File: src/shared/jtl_params.svh
// constants for the jesd transmit link configuration block
`ifndef JTL_PARAMS_SVH
`define JTL_PARAMS_SVH

`define JTL_IDX_MF_SETUP   6'h03
`define JTL_IDX_SCR_CTRL   6'h05
`define JTL_IDX_MF_LEN     6'h06
`define JTL_IDX_LANE_SWAP  6'h21
`define JTL_IDX_POLARITY   6'h22
`define JTL_IDX_STATUS     6'h24

`define JTL_RST_BYTE       8'h00
`define JTL_RST_SCR        15'h0000

`define JTL_PRESET_BIT     7
`define JTL_START_HI       6
`define JTL_START_LO       2
`define JTL_DELAY_HI       1
`define JTL_DELAY_LO       0
`define JTL_SCR_BIT        7
`define JTL_K_HI           4
`define JTL_K_LO           0
`define JTL_POL_HI         3
`define JTL_POL_LO         0
`define JTL_STAT_CNT_HI    4
`define JTL_STAT_CNT_LO    0

`define JTL_SEL_SWAP       2'b10
`define JTL_LMFC_LAST      5'h1F
`define JTL_ILA_LAST       2'h3

`define JTL_K28_5          8'hBC
`define JTL_K28_0          8'h1C
`define JTL_K28_3          8'h7C
`define JTL_FILL           8'h00

`endif

File: src/shared/jtl_pkg.sv
// types shared by the jesd transmit link configuration block
package jtl_pkg;

  typedef enum logic [2:0] {
    JTL_CGS,
    JTL_WAIT_LMFC,
    JTL_DELAY,
    JTL_ILA,
    JTL_DATA
  } jtl_state_t;

  typedef logic [3:0][7:0] jtl_octets_t;

endpackage : jtl_pkg

File: src/hdl/jtl_lmfc.sv
// local multiframe counter and frame-in-multiframe counter
`timescale 1ns/1ns
`default_nettype none
module jtl_lmfc
  import jtl_pkg::*;
(
  input  wire logic       clk_i,
  input  wire logic       rst_i,
  input  wire logic       sysref_i,
  input  wire logic       preset_en_i,
  input  wire logic [4:0] start_val_i,
  input  wire logic [4:0] k_field_i,
  output logic      [4:0] lmfc_cnt_o,
  output logic            mf_start_o,
  output logic            frame_last_o
);

  typedef struct packed {
    logic [4:0] cnt;
    logic [4:0] frame;
    logic       mf_start;
  } jtl_lmfc_st_t;

  jtl_lmfc_st_t q;
  jtl_lmfc_st_t n;

  always_comb
  begin
    n = q;
    if (sysref_i)
    begin
      n.cnt      = preset_en_i ? start_val_i : 5'h00;
      n.frame    = 5'h00;
      n.mf_start = 1'b0;
    end
    else
    begin
      n.cnt      = q.cnt + 5'h01;
      n.mf_start = (q.frame == k_field_i);
      // frames per multiframe is field plus one
      n.frame    = (q.frame == k_field_i) ? 5'h00 : q.frame + 5'h01;
    end
  end

  always_ff @(posedge clk_i)
  begin
    if (rst_i)
      q <= '0;
    else
      q <= n;
  end

  assign lmfc_cnt_o   = q.cnt;
  assign mf_start_o   = q.mf_start;
  assign frame_last_o = (q.frame == k_field_i);

endmodule : jtl_lmfc
`default_nettype wire

File: src/hdl/jtl_lane_map.sv
// channel to lane steering with per-channel polarity flags
`timescale 1ns/1ns
`default_nettype none
`include "jtl_params.svh"
module jtl_lane_map
  import jtl_pkg::*;
(
  input  wire logic              clk_i,
  input  wire logic              rst_i,
  input  wire jtl_pkg::jtl_octets_t ch_dat_i,
  input  wire logic        [3:0] ch_k_i,
  input  wire logic        [7:0] lane_sel_i,
  input  wire logic        [3:0] pol_i,
  output var jtl_pkg::jtl_octets_t lane_dat_o,
  output logic             [3:0] lane_k_o,
  output logic             [3:0] lane_inv_o
);

  typedef struct packed {
    jtl_octets_t dat;
    logic [3:0]  k;
    logic [3:0]  inv;
  } jtl_lane_st_t;

  jtl_lane_st_t q;
  jtl_lane_st_t n;
  logic [3:0][1:0] src;
  logic [3:0]   ch_inv;
  logic [1:0]   sel_a;
  logic [1:0]   sel_b;
  logic [1:0]   sel_c;
  logic [1:0]   sel_d;

  assign sel_a = lane_sel_i[7:6];
  assign sel_b = lane_sel_i[5:4];
  assign sel_c = lane_sel_i[3:2];
  assign sel_d = lane_sel_i[1:0];
  // channel index 0..3 is a..d, polarity bit 3 is channel a
  assign ch_inv = {pol_i[0], pol_i[1], pol_i[2], pol_i[3]};

  // source channel of each lane; each lane takes the other channel of its pair when that channel's select code is 10
  always_comb
  begin
    n      = q;
    src[0] = (sel_b == `JTL_SEL_SWAP) ? 2'h1 : 2'h0;
    src[1] = (sel_a == `JTL_SEL_SWAP) ? 2'h0 : 2'h1;
    src[2] = (sel_d == `JTL_SEL_SWAP) ? 2'h3 : 2'h2;
    src[3] = (sel_c == `JTL_SEL_SWAP) ? 2'h2 : 2'h3;
    for (int l = 0; l < 4; l++)
    begin
      n.dat[l] = ch_dat_i[src[l]];
      n.k[l]   = ch_k_i[src[l]];
      n.inv[l] = ch_inv[src[l]];
    end
  end

  always_ff @(posedge clk_i)
  begin
    if (rst_i)
      q <= '0;
    else
      q <= n;
  end

  assign lane_dat_o = q.dat;
  assign lane_k_o   = q.k;
  assign lane_inv_o = q.inv;

endmodule : jtl_lane_map
`default_nettype wire

File: src/hdl/jtl_link_cfg.sv
// jesd transmit link configuration, sequencing and wishbone registers
//
// Decided for this implementation: the Wishbone interface to the registers.
`timescale 1ns/1ns
`default_nettype none
`include "jtl_params.svh"

//Contract
// preset bit loads start value, else zero
// sysref resets local multiframe counter
// stop K28.5 when counter reaches 31
// start value field bits 6..2 used
// delay alignment sequence 0..3 multiframes
// scramble lane data when bit 7 set
// frames per multiframe is field plus one
// channel A on lane one, swap to two
// channel B on lane two, swap to one
// channel C on lane three, swap to four
// channel D on lane four, swap to three
// software never writes select codes 01, 11
// swapping only allowed in four-lane mode
// polarity bits 3..0 invert channels A..D
// only polarity codes 0000,0011,1100,1111 allowed
// all configuration zero after reset
module jtl_link_cfg
  import jtl_pkg::*;
(
  input  wire logic        clk_i,
  input  wire logic        rst_i,
  input  wire logic        wb_cyc_i,
  input  wire logic        wb_stb_i,
  input  wire logic        wb_we_i,
  input  wire logic [7:0]  wb_adr_i,
  input  wire logic [31:0] wb_dat_i,
  input  wire logic [3:0]  wb_sel_i,
  output logic      [31:0] wb_dat_o,
  output logic             wb_ack_o,
  input  wire logic        sysref_i,
  input  wire logic        sync_n_i,
  input  wire logic [7:0]  chan_a_i,
  input  wire logic [7:0]  chan_b_i,
  input  wire logic [7:0]  chan_c_i,
  input  wire logic [7:0]  chan_d_i,
  output logic      [7:0]  lane_one_o,
  output logic      [7:0]  lane_two_o,
  output logic      [7:0]  lane_three_o,
  output logic      [7:0]  lane_four_o,
  output logic      [3:0]  lane_k_o,
  output logic      [3:0]  lane_inv_o
);

  import jtl_pkg::*;

  typedef struct packed {
    logic              ack;
    logic [7:0]        rdat;
    logic              counter_preset_enable;
    logic [4:0]        counter_start_value;
    logic [1:0]        alignment_seq_delay;
    logic              scramble_enable;
    logic [4:0]        frames_field;
    logic [7:0]        lane_select;
    logic [3:0]        polarity_flip;
    logic              sysref_meta;
    logic              sysref_sync;
    logic              sysref_prev;
    logic              sync_n_meta;
    logic              sync_n_sync;
    jtl_state_t        state;
    logic [1:0]        mf_cnt;
    logic [3:0][14:0]  scr;
    jtl_octets_t       ch_dat;
    logic [3:0]        ch_k;
  } jtl_main_st_t;

  jtl_main_st_t q;
  jtl_main_st_t n;

  logic        sysref_pulse;
  logic [4:0]  lmfc_cnt;
  logic        mf_start;
  logic        frame_last;
  logic        wb_req;
  logic [5:0]  reg_idx;
  logic [7:0]  wbyte;
  jtl_octets_t chan_in;
  jtl_octets_t lane_dat;

  // self-synchronous scrambler, polynomial 1 + x^14 + x^15, msb first
  function automatic logic [22:0] jtl_scramble(
    input logic [14:0] st,
    input logic [7:0]  d
  );
    logic [14:0] s;
    logic [7:0]  o;
    s = st;
    o = 8'h00;
    for (int i = 7; i >= 0; i--)
    begin
      o[i] = d[i] ^ s[13] ^ s[14];
      s    = {s[13:0], o[i]};
    end
    return {s, o};
  endfunction : jtl_scramble

  // fills every lane of a group with one octet
  function automatic jtl_octets_t jtl_fill(input logic [7:0] v);
    jtl_octets_t r;
    for (int l = 0; l < 4; l++)
    begin
      r[l] = v;
    end
    return r;
  endfunction : jtl_fill

  assign sysref_pulse = q.sysref_sync & ~q.sysref_prev;
  assign wb_req       = wb_cyc_i & wb_stb_i & ~q.ack;
  assign reg_idx      = wb_adr_i[7:2];
  assign wbyte        = wb_dat_i[7:0];
  assign chan_in      = {chan_d_i, chan_c_i, chan_b_i, chan_a_i};

  always_comb
  begin
    logic [22:0] sr;
    sr = 23'h0;
    n  = q;

    // pin inputs through two flip-flops
    n.sysref_meta = sysref_i;
    n.sysref_sync = q.sysref_meta;
    n.sysref_prev = q.sysref_sync;
    n.sync_n_meta = sync_n_i;
    n.sync_n_sync = q.sync_n_meta;

    // wishbone classic slave, one wait state, unmapped reads zero
    n.ack = wb_req;
    if (wb_req && !wb_we_i)
    begin
      unique case (reg_idx)
        `JTL_IDX_MF_SETUP:
          n.rdat = {q.counter_preset_enable, q.counter_start_value,
                    q.alignment_seq_delay};
        `JTL_IDX_SCR_CTRL:
          n.rdat = {q.scramble_enable, 7'h00};
        `JTL_IDX_MF_LEN:
          n.rdat = {3'h0, q.frames_field};
        `JTL_IDX_LANE_SWAP:
          n.rdat = q.lane_select;
        `JTL_IDX_POLARITY:
          n.rdat = {4'h0, q.polarity_flip};
        `JTL_IDX_STATUS:
          n.rdat = {q.state == JTL_DATA, q.state == JTL_ILA,
                    q.state == JTL_CGS, lmfc_cnt};
        default:
          n.rdat = `JTL_RST_BYTE;
      endcase
    end
    if (wb_req && wb_we_i && wb_sel_i[0])
    begin
      unique case (reg_idx)
        `JTL_IDX_MF_SETUP:
        begin
          n.counter_preset_enable = wbyte[`JTL_PRESET_BIT];
          n.counter_start_value =
            wbyte[`JTL_START_HI:`JTL_START_LO];
          n.alignment_seq_delay =
            wbyte[`JTL_DELAY_HI:`JTL_DELAY_LO];
        end
        `JTL_IDX_SCR_CTRL:
          n.scramble_enable = wbyte[`JTL_SCR_BIT];
        `JTL_IDX_MF_LEN:
          n.frames_field = wbyte[`JTL_K_HI:`JTL_K_LO];
        `JTL_IDX_LANE_SWAP:
          n.lane_select = wbyte;
        `JTL_IDX_POLARITY:
          n.polarity_flip = wbyte[`JTL_POL_HI:`JTL_POL_LO];
        default:
          n.lane_select = q.lane_select;
      endcase
    end

    // link sequencing; octets go to the lane map one cycle later
    n.ch_dat = jtl_fill(`JTL_K28_5);
    n.ch_k   = 4'hF;
    unique case (q.state)
      JTL_CGS:
      begin
        if (q.sync_n_sync)
          n.state = JTL_WAIT_LMFC;
      end
      JTL_WAIT_LMFC:
      begin
        if (lmfc_cnt == `JTL_LMFC_LAST)
        begin
          n.state  = JTL_DELAY;
          n.mf_cnt = 2'h0;
        end
      end
      JTL_DELAY:
      begin
        n.ch_dat = jtl_fill(`JTL_FILL);
        n.ch_k   = 4'h0;
        if (mf_start)
        begin
          if (q.mf_cnt == q.alignment_seq_delay)
          begin
            n.state  = JTL_ILA;
            n.mf_cnt = 2'h0;
            n.ch_dat = jtl_fill(`JTL_K28_0);
            n.ch_k   = 4'hF;
          end
          else
            n.mf_cnt = q.mf_cnt + 2'h1;
        end
      end
      JTL_ILA:
      begin
        n.ch_dat = jtl_fill(`JTL_FILL);
        n.ch_k   = 4'h0;
        if (frame_last)
        begin
          n.ch_dat = jtl_fill(`JTL_K28_3);
          n.ch_k   = 4'hF;
        end
        if (mf_start)
        begin
          if (q.mf_cnt == `JTL_ILA_LAST)
            n.state = JTL_DATA;
          else
          begin
            n.mf_cnt = q.mf_cnt + 2'h1;
            n.ch_dat = jtl_fill(`JTL_K28_0);
            n.ch_k   = 4'hF;
          end
        end
      end
      JTL_DATA:
      begin
        n.ch_k = 4'h0;
        for (int c = 0; c < 4; c++)
        begin
          sr = jtl_scramble(q.scr[c], chan_in[c]);
          if (q.scramble_enable)
          begin
            n.ch_dat[c] = sr[7:0];
            n.scr[c]    = sr[22:8];
          end
          else
            n.ch_dat[c] = chan_in[c];
        end
      end
    endcase

    // a receiver sync request restarts group synchronisation
    if (!q.sync_n_sync)
    begin
      n.state  = JTL_CGS;
      n.mf_cnt = 2'h0;
      n.ch_dat = jtl_fill(`JTL_K28_5);
      n.ch_k   = 4'hF;
      for (int c = 0; c < 4; c++)
      begin
        n.scr[c] = `JTL_RST_SCR;
      end
    end
  end

  always_ff @(posedge clk_i)
  begin
    if (rst_i)
    begin
      q       <= '0;
      q.state <= JTL_CGS;
    end
    else
      q <= n;
  end

  jtl_lmfc u_lmfc (
    .clk_i        (clk_i),
    .rst_i        (rst_i),
    .sysref_i     (sysref_pulse),
    .preset_en_i  (q.counter_preset_enable),
    .start_val_i  (q.counter_start_value),
    .k_field_i    (q.frames_field),
    .lmfc_cnt_o   (lmfc_cnt),
    .mf_start_o   (mf_start),
    .frame_last_o (frame_last)
  );

  jtl_lane_map u_lane_map (
    .clk_i      (clk_i),
    .rst_i      (rst_i),
    .ch_dat_i   (q.ch_dat),
    .ch_k_i     (q.ch_k),
    .lane_sel_i (q.lane_select),
    .pol_i      (q.polarity_flip),
    .lane_dat_o (lane_dat),
    .lane_k_o   (lane_k_o),
    .lane_inv_o (lane_inv_o)
  );

  assign wb_ack_o     = q.ack;
  assign wb_dat_o     = {24'h000000, q.rdat};
  assign lane_one_o   = lane_dat[0];
  assign lane_two_o   = lane_dat[1];
  assign lane_three_o = lane_dat[2];
  assign lane_four_o  = lane_dat[3];

endmodule : jtl_link_cfg
`default_nettype wire

File: config.mk
export PLATFORM = sky130hd
export DESIGN_NAME = jtl_link_cfg
export DESIGN_NICKNAME = d
export VERILOG_FILES = /design/src/shared/jtl_pkg.sv /design/src/hdl/jtl_lmfc.sv /design/src/hdl/jtl_lane_map.sv /design/src/hdl/jtl_link_cfg.sv
export VERILOG_INCLUDE_DIRS = /design/src /design/src/shared
export SDC_FILE = /design/constraint.sdc
export NUM_CORES = 1
export LEC_CHECK = 0
export BUFFER_PORTS_ARGS = -buffer_cell sky130_fd_sc_hd__buf_4
export CORE_ASPECT_RATIO = 1.1
export CORE_MARGIN = 2
export CORE_UTILIZATION = 40
export CTS_CLUSTER_DIAMETER = 200
export DETAILED_ROUTE_END_ITERATION = 7
export SYNTH_ARGS = -nofsm -noshare
export SYNTH_HDL_FRONTEND = slang
export SYNTH_SLANG_ARGS = --single-unit
File: constraint.sdc
create_clock -name clk_i -period 1.98 [get_ports clk_i]
set_input_delay 0.099 -clock clk_i [delete_from_list [all_inputs] [get_ports clk_i]]
set_output_delay 0.099 -clock clk_i [all_outputs]
set_load 0.03 [all_outputs]
After elaboration in Yosys (flattened, before gate mapping)
Index checks and enable logic that the tools add are counted.

Bits in registers: 192. Input port bits: 83. Output and inout bits: 73. Logic and storage cells: 209.

$add $sub $neg: 3. Order comparisons: 4. Equality and inequality tests: 24. Muxes and demuxes: 52. Bitwise gates (word level): 70. Reduce and logical (&&, ||, !) cells: 18.

Operators with widths (number): 2-to-1 mux 36 bit (3); one-hot mux 36 bit (3 select lines) (1); 2-to-1 mux 33 bit (2); binary-select mux 8 bit (select 2 bit) (4); 2-to-1 mux 8 bit (8); XOR 1 bit (64); one-hot mux 8 bit (6 select lines) (1); 2-to-1 mux 35 bit (1); 2-to-1 mux 5 bit (5); equality test 6 bit, second input constant (3); binary-select mux 1 bit (select 2 bit) (8); equality test 6 x 3 -> 1 bit, second input constant (2); less-than comparator 2 x 3 -> 1 bit, second input constant (4); 2-to-1 mux 1 bit (12); one-hot mux 3 bit (4 select lines) (1); AND reduction 2 bit (6); 2-to-1 mux 11 bit (1); adder 5 x 1 -> 5 bit, second input constant (2); equality test 2 bit, second input constant (5); equality test 3 x 2 -> 1 bit, second input constant (2); equality test 6 x 2 -> 1 bit, second input constant (1); 2-to-1 mux 3 bit (2); inequality test 2 x 1 -> 1 bit, second input constant (3); inequality test 2 bit, second input constant (3); other kinds (19) (27).

Depth between registers and ports, before layout
Gate-level depths: netlist of run 1.

Depth after elaboration: 6. Mapped depth: 7. Mapped depth without buffers: 7.

By module
Synthesis of run 1 repeated with hierarchy kept, for this count alone.

Cell total of the unflattened synthesis: 963. Area total of the unflattened synthesis: 8891.0 µm².

Modules (own cells, without submodules): jtl_link_cfg (instances 1, cells each 765, area each 6505.0 µm², seq. area each 2762.6 µm²); jtl_lane_map (instances 1, cells each 136, area each 1801.7 µm², seq. area each 800.8 µm²); jtl_lmfc (instances 1, cells each 62, area each 584.3 µm², seq. area each 220.2 µm²).

Worst setup path after synthesis of run 1
Ideal clock, no wire load.

Path kind: reg-to-reg. From: register u_lmfc.q (netlist bit u_lmfc.lmfc_cnt_o[0]). To: register q[96] (netlist bit). Library setup time: 0.070 ns. Data arrival time: 1.650 ns. Data required time: 1.910 ns. Setup slack: 0.259 ns. Cell stages (with the launch flop): 8. Buffers on the path: 0. Clock period less this slack: 1.721 ns. Cells stage by stage: dfxtp_1 > ha_1 > and3_1 > ha_1 > nor2b_1 > a32oi_1 > or4b_1 > a21oi_1.

Cells in the longest elaborated chain, start to end: 3.

RTL lines: from (decl) (RTL line jtl_lmfc.sv:24) `jtl_lmfc_st_t q;`; from (signal assigned) (RTL line jtl_lmfc.sv:50) `q <= n;`; equality test 5 bit (no source line); inequality test 2 bit (no source line); AND reduction 5 bit (no source line); to (signal assigned) (RTL line jtl_link_cfg.sv:276) `q <= n;`; to (decl) (RTL line jtl_link_cfg.sv:76) `jtl_main_st_t q;`.

Every way passes these cells. A chain may end at the register's enable or synchronous reset.

Final worst setup path of run 1
Same ends and word-level chain as after synthesis.

==> impl_metrics.ini, run 1 <==
[timing]
tightest_slew_ns = 0.546
rsz0062_at_grt = false
setup_violations = 0
holdWs_ns = 0.0180
post-route-period-util_pct = 93.5
finClkSkew_ns = 0.00996
timing.setup.tns_ns = 0
finalHoldViolations = 0
slew_violations = 0
timing.fmax_mhz = 540
relSlewSlack_pct = 63.6
period_minus_slack_ns = 1.85

[setup_path]
crit_type = reg2reg
max_stage_delay_ns = 0.51
cp_data_arrival_time_ns = 2.22
worst_setup_path_end_kind = flop
crit_slowest_cell = or4b_1
path_cells = ha_1 > and3_1 > ha_1 > nor2b_4 > a32oi_1 > or4b_1 > a21oi_1
cp_max_fo = 4
crit_path_frequent_cell = ha_1
required_ns = 2.35
start_kind = flop
rrSetupSlack_ns = 0.13

[drt]
viasPerCell = 4.93
wl_per_cell_um = 15.0
antenna_left = 0
wl_mm = 21.3
firstDrtPassIters = 6
drtIter0Drc = 459
route.detailed.drc = 0
num_vias = 6982

[global_routing]
grt_util_met1_pct = 25.5
grt_pass1_vias = 6525
grt_pass1_wl_mm = 33.3
grt-busiest-layer = met2
gr-total-overflow = 0
use_met3_pct = 3.77
grt_start_max_net_pins = 47
antenna_found_initial = 0
grt.total_usage_pct = 19.1
grt_use_met2_pct = 30.9

[cells_and_area]
stdcell_count = 1417
fin_area_sq_um = 10500
layout.area.seq_sq_um = 3780
syn_to_final_growth_pct = 22.7
multi_input_area_sq_um = 4260
drive_gt1_share_pct = 16.8
diodes = 0
final_nets = 1201
filler_cell_count = 2038

[die]
die_w_um = 143
start_util_pct = 40.4
dieArea_sq_um = 22500
core_area_sq_um = 21100
num_io_pins = 156
die_y_um = 157
rows = 56

[synth]
synth_area_leader_cell = dfxtp_1
synth_seq_cells = 189
synthTopCellsByCount = nand2_1 (211), dfxtp_1 (189), a21oi_1 (117)
synth_edf_count = 0
yosysMostFrequentCell = nand2_1
synth_cells = 992
synth-async-reset-ratio_pct = 0
synth_area_sq_um = 8520
yosysWarnings = 0
synth_top_cell_area_share_pct = 44.4
synth-main-ff-cell = dfxtp_1
post_synth.cell_area_avg_sq_um = 8.59
synth.distinct_cells = 54
seq_area_frac_synth_pct = 44.4
netlist_top_cells_area = dfxtp_1 (44%), nand2_1 (9.3%), xor2_1 (7.5%), a21oi_1 (6.9%), buf_4 (3.5%)

[clocking]
cts_tree = yes
clkLatencyLatePin_ns = 0.43
cts-htree-levels = 4
clkSlewWorstSetupHoldPaths_ns = 0.07
clk_path_buf_depth = 2
cts.sinks = 189
clockRootBuffer = clkbuf_16
numCtsBuffers = 17

[power]
power.density_nw_per_um2 = 751
vdd_drop_max_mv = 0.624
p_leak_nw = 4.08

[placement]
post-place-cells = 1344
hpwl_mm = 14.8
portBuffers = 102
gp_congestion = 0.823
placed_area_sq_um = 9450

[hold_path]
hp-class = in2reg

[job]
cap_violations = 0

[outcome]
status = finished, final reports clean
==> critical path: cells and delay by family (launching register included) <==
kind / cells / cell delay (ns)
simple gates: 3 / 0.86
flops: 1 / 0.35
fa+ha+maj: 2 / 0.33
compound gates: 2 / 0.24
==> final cells by class <==
cell class	instances	area share (%)
multi-input combinational	725	40.7
sequential	189	36.2
timing repair buffer	172	13.7
clock buffer	17	4.07
tap	290	3.47
clock inverter	15	1.51
inverter	9	0.323
==> stage by stage <==
step / setup slack [ns] / power [mW] / util [%]
floorplan: 0.259 / 4.31 / -
global placement: 0.0961 / 4.49 / 44.8
detailed placement: 0.0342 / 4.50 / 44.8
CTS: 0.0567 / 7.91 / 49.5
global route: 0.00182 / 8.13 / 49.6
finish: 0.129 / 7.85 / 49.6
==> sequential cells by signal, summed over array words and instances (netlist names) <==
name and flops:
n 3, q 126, u_lane_map.lane_dat_o 32, u_lane_map.lane_inv_o 4
u_lane_map.lane_k_o 4, u_lmfc.lmfc_cnt_o 5, u_lmfc.mf_start_o 1, u_lmfc.q 5
wb_ack_o 1, wb_dat_o 8
==> repair_timing <==
action,in CTS,in global routing
hold buffers,41,0
endpoints found under the hold margin,66,0
resized for setup,1,2
pin swaps,0,0
gates cloned,0,0
setup buffers,0,0
endpoints found under the setup margin,1,1
==> cell families (layout without fill, tap and decap cells) <==
family,count (synthesis),in the layout,share of synthesized area (%)
xor+xnor,86,86,8.84
fa+ha+maj,4,4,0.587
flops,189,189,44.4
buf+inv,101,213,6.73
other cells,1,24,0.0440
mux,26,26,3.05
compound gates,212,212,15.1
simple gates,373,373,21.2
==> cell usage in the layout, fill, tap and decap left out, drive strengths merged, types with 20 or more instances in the layout <==
cell type    synthesis  layout
nand2              211     211
dfxtp              189     189
buf                 61     131
a21oi              117     117
xor2                73      73
nor2                50      50
dlygate4sd3          0      41
o21ai               33      33
nand3               28      28
mux2i               26      26
conb                 1      24
nor3b               24      24
a21boi              20      20
==> per-layer routing <==
layer	part of all wire (%)	vias to the layer above	routed length [um]
met3	4.4	28	935
met5	0	-	0
met2	47	168	9940
met4	2.0	0	420
met1	47	3259	9960
li1	-	3527	-
==> power by group <==
part           switching [mW]  internal, mW
sequential             0.0325          3.86
clock                    1.60          1.78
combinational           0.329         0.251
==> path summary, 6_finish.rpt <==
kind                        start     end  cells after the start
min reg2reg                n[101]  q[101]                      1
min                   chan_d_i[7]   q[88]                      4
max          u_lmfc.lmfc_cnt_o[0]   q[96]                      7
max reg2reg  u_lmfc.lmfc_cnt_o[0]   q[96]                      7
Power figures use the tool's default switching activity.
==> inputs of run 2 (changes only) <==
--- a/config.mk
+++ b/config.mk
@@ -6,12 +6,12 @@
 export SDC_FILE = /design/constraint.sdc
 export NUM_CORES = 1
 export LEC_CHECK = 0
-export BUFFER_PORTS_ARGS = -buffer_cell sky130_fd_sc_hd__buf_4
 export CORE_ASPECT_RATIO = 1.1
 export CORE_MARGIN = 2
 export CORE_UTILIZATION = 40
 export CTS_CLUSTER_DIAMETER = 200
 export DETAILED_ROUTE_END_ITERATION = 7
+export DONT_BUFFER_PORTS = 1
 export SYNTH_ARGS = -nofsm -noshare
 export SYNTH_HDL_FRONTEND = slang
 export SYNTH_SLANG_ARGS = --single-unit
==> run 2 against run 1 <==
Net effect: first-iteration DRC count fell by 3.5%; setup slack got worse by 0.0057 ns; cell area is 6.8% lower; non-clock buffer count fell by 101.
==> impl_metrics.ini, run 2 (synthesized netlist as in run 1, its figures left out) <==
[outcome]
status = finished, final reports clean

[clocking]
clkLatencyLatePin_ns = 0.43
numCtsBuffers = 17
cts_tree = yes
cts.sinks = 189
cts-htree-levels = 4
clkSlewWorstSetupHoldPaths_ns = 0.07
clockRootBuffer = clkbuf_16
cts_setup_buffers = 0
clk_path_buf_depth = 2

[cells_and_area]
fin_util_pct = 46.2
layout.area.seq_sq_um = 3780
largest_reg_flops = 126
syn_to_final_growth_pct = 14.4
final_nets = 1100
diodes = 0
most-common-layout-cells = nand2_1 (211), dfxtp_1 (188), a21oi_1 (117)
multi_input_area_sq_um = 4260
layout_commonest_cell = nand2_1
filler_cell_count = 2085
drive_gt1_share_pct = 8.38
stdcell_count = 1316
regMostFlops = q

[drt]
wl_met1_mm = 9.78
drtIter0Drc = 443
wl_mm = 21.0
met3_wirelength_mm = 1.13
wl_per_cell_um = 15.9
topRoutingLayerUsed = met4
route.detailed.drc = 0
viasPerCell = 5.03
firstDrtPassIters = 5
antenna_left = 0
wl_met2_mm = 9.76
num_vias = 6619

[global_routing]
grt_start_max_net_pins = 88
grt_pass1_wl_mm = 32.6
antenna_found_initial = 0
grt_pass1_vias = 6180
gr-total-overflow = 0
grt.total_usage_pct = 18.6

[timing]
finClkSkew_ns = 0.0123
timing.final.ws_setup_ns = 0.123
timing.fmax_mhz = 539
relSlewSlack_pct = 64.5
period_minus_slack_ns = 1.86
tightest_slew_ns = 0.531
timing.setup.tns_ns = 0
finalHoldViolations = 0
setup_violations = 0
rsz0062_at_grt = false
slew_violations = 0
post-route-period-util_pct = 93.8

[setup_path]
max_stage_delay_ns = 0.51
r2r_end = q[96]
cp_num_buf_inv = 0
crit_type = reg2reg
start_kind = flop
rrSetupSlack_ns = 0.12
r2r-start = u_lmfc.lmfc_cnt_o[1]
worst_setup_path_end_kind = flop
cp_data_arrival_time_ns = 2.21
path_cells = ha_1 > and3_1 > ha_1 > nor2b_2 > a32oi_1 > or4b_1 > a21oi_1
worstRegToRegCells = 7
crit_slowest_cell = or4b_1
cp_max_fo = 4
required_ns = 2.33
crit_family = simple AND/OR/NAND/NOR gates
crit_path_frequent_cell = ha_1

[power]
clkPwrFrac_pct = 45.0
power_mw = 7.87
power.density_nw_per_um2 = 808
switching_power_mw = 1.79
combPwrFrac_pct = 4.8
swShare_pct = 22.7
p_int_mw = 6.09
p_leak_nw = 3.60
seq_power_share_pct = 50.2
vdd_drop_max_mv = 0.486

[placement]
gp_congestion = 0.803
post-place-cells = 1241
portBuffers = 0
hpwl_mm = 14.3
pre_cts_ws_ns = 0.0753

[hold_path]
hp-start = chan_d_i[6]
hold_end = q[34]
hp-class = in2reg
holdPathStages = 3

[job]
cap_violations = 0

[die]
rows = 56
core_area_sq_um = 21100
start_util_pct = 40.4
num_io_pins = 156
dieArea_sq_um = 22500
die_y_um = 157
die_w_um = 143
==> run 2: cell count changes in the layout (fill, tap and decap cells not counted) <==
cell | previous run | this run
buf_16 | 0 | 1
clkbuf_8 | 0 | 2
clkbuf_1 | 0 | 1
clkinvlp_4 | 5 | 3
clkinv_2 | 1 | 2
clkinv_8 | 1 | 0
dlygate4sd3_1 | 41 | 42
nor2b_2 | 0 | 1
bufinv_16 | 1 | 3
nor2b_4 | 1 | 0
inv_8 | 3 | 0
buf_4 | 128 | 25
==> run 2: worst max-delay path by stage <==
stage | startpoint | end | cells past startpoint
global placement | u_lmfc.lmfc_cnt_o[0] | q[96] | 7
detailed placement | u_lmfc.lmfc_cnt_o[0] | q[96] | 7
global route | u_lmfc.lmfc_cnt_o[1] | q[96] | 7
finish | u_lmfc.lmfc_cnt_o[1] | q[96] | 7
floorplan | u_lmfc.lmfc_cnt_o[0] | q[96] | 7
CTS | u_lmfc.lmfc_cnt_o[0] | q[96] | 7
==> run 2: area by class of cell <==
| cell class | count | share of cell area, % |
|---|---|---|
| clock buffers | 20 | 4.69 |
| well taps | 290 | 3.72 |
| repair buffers | 71 | 7.14 |
| multi-input cells | 725 | 43.7 |
| flip-flops and latches | 189 | 38.8 |
| clock inverters | 12 | 1.62 |
| inverters | 9 | 0.347 |
==> run 2: power by group through the flow <==
stage                     Sequential [mW]  Combinational [mW]  Clock (mW)
after CTS                            3.95               0.377        3.62
after detailed placement             4.04               0.253           0
after floorplan                      4.03               0.282           0
after global placement               4.04               0.252           0
after global routing                 3.96               0.410        3.77
final                                3.95               0.377        3.55
==> run 2: what timing repair did <==
item,in CTS,in global routing
hold buffers,43,0
endpoints found under the hold margin,133,0
resized for setup,0,2
endpoints found under the setup margin,0,1
==> run 2: through the flow <==
step,instance area [sq um],hold slack (ns)
after floorplan,8610,0.227
after global placement,8680,0.181
after detailed placement,8680,0.184
after CTS,9740,0.00160
after global routing,9750,0.0265
final,9750,0.0230
==> run 2: worst min-delay path: cells and delay by family <==
family / cells / cell delay, ns
AOI/OAI and AO/OA: 3 / 0.30
==> run 2: routing by layer <==
metal	up-vias	track usage, %
met5	-	0
met4	0	5.89
met3	21	4.08
met2	164	30.4
met1	3107	24.6
li1	3327	-
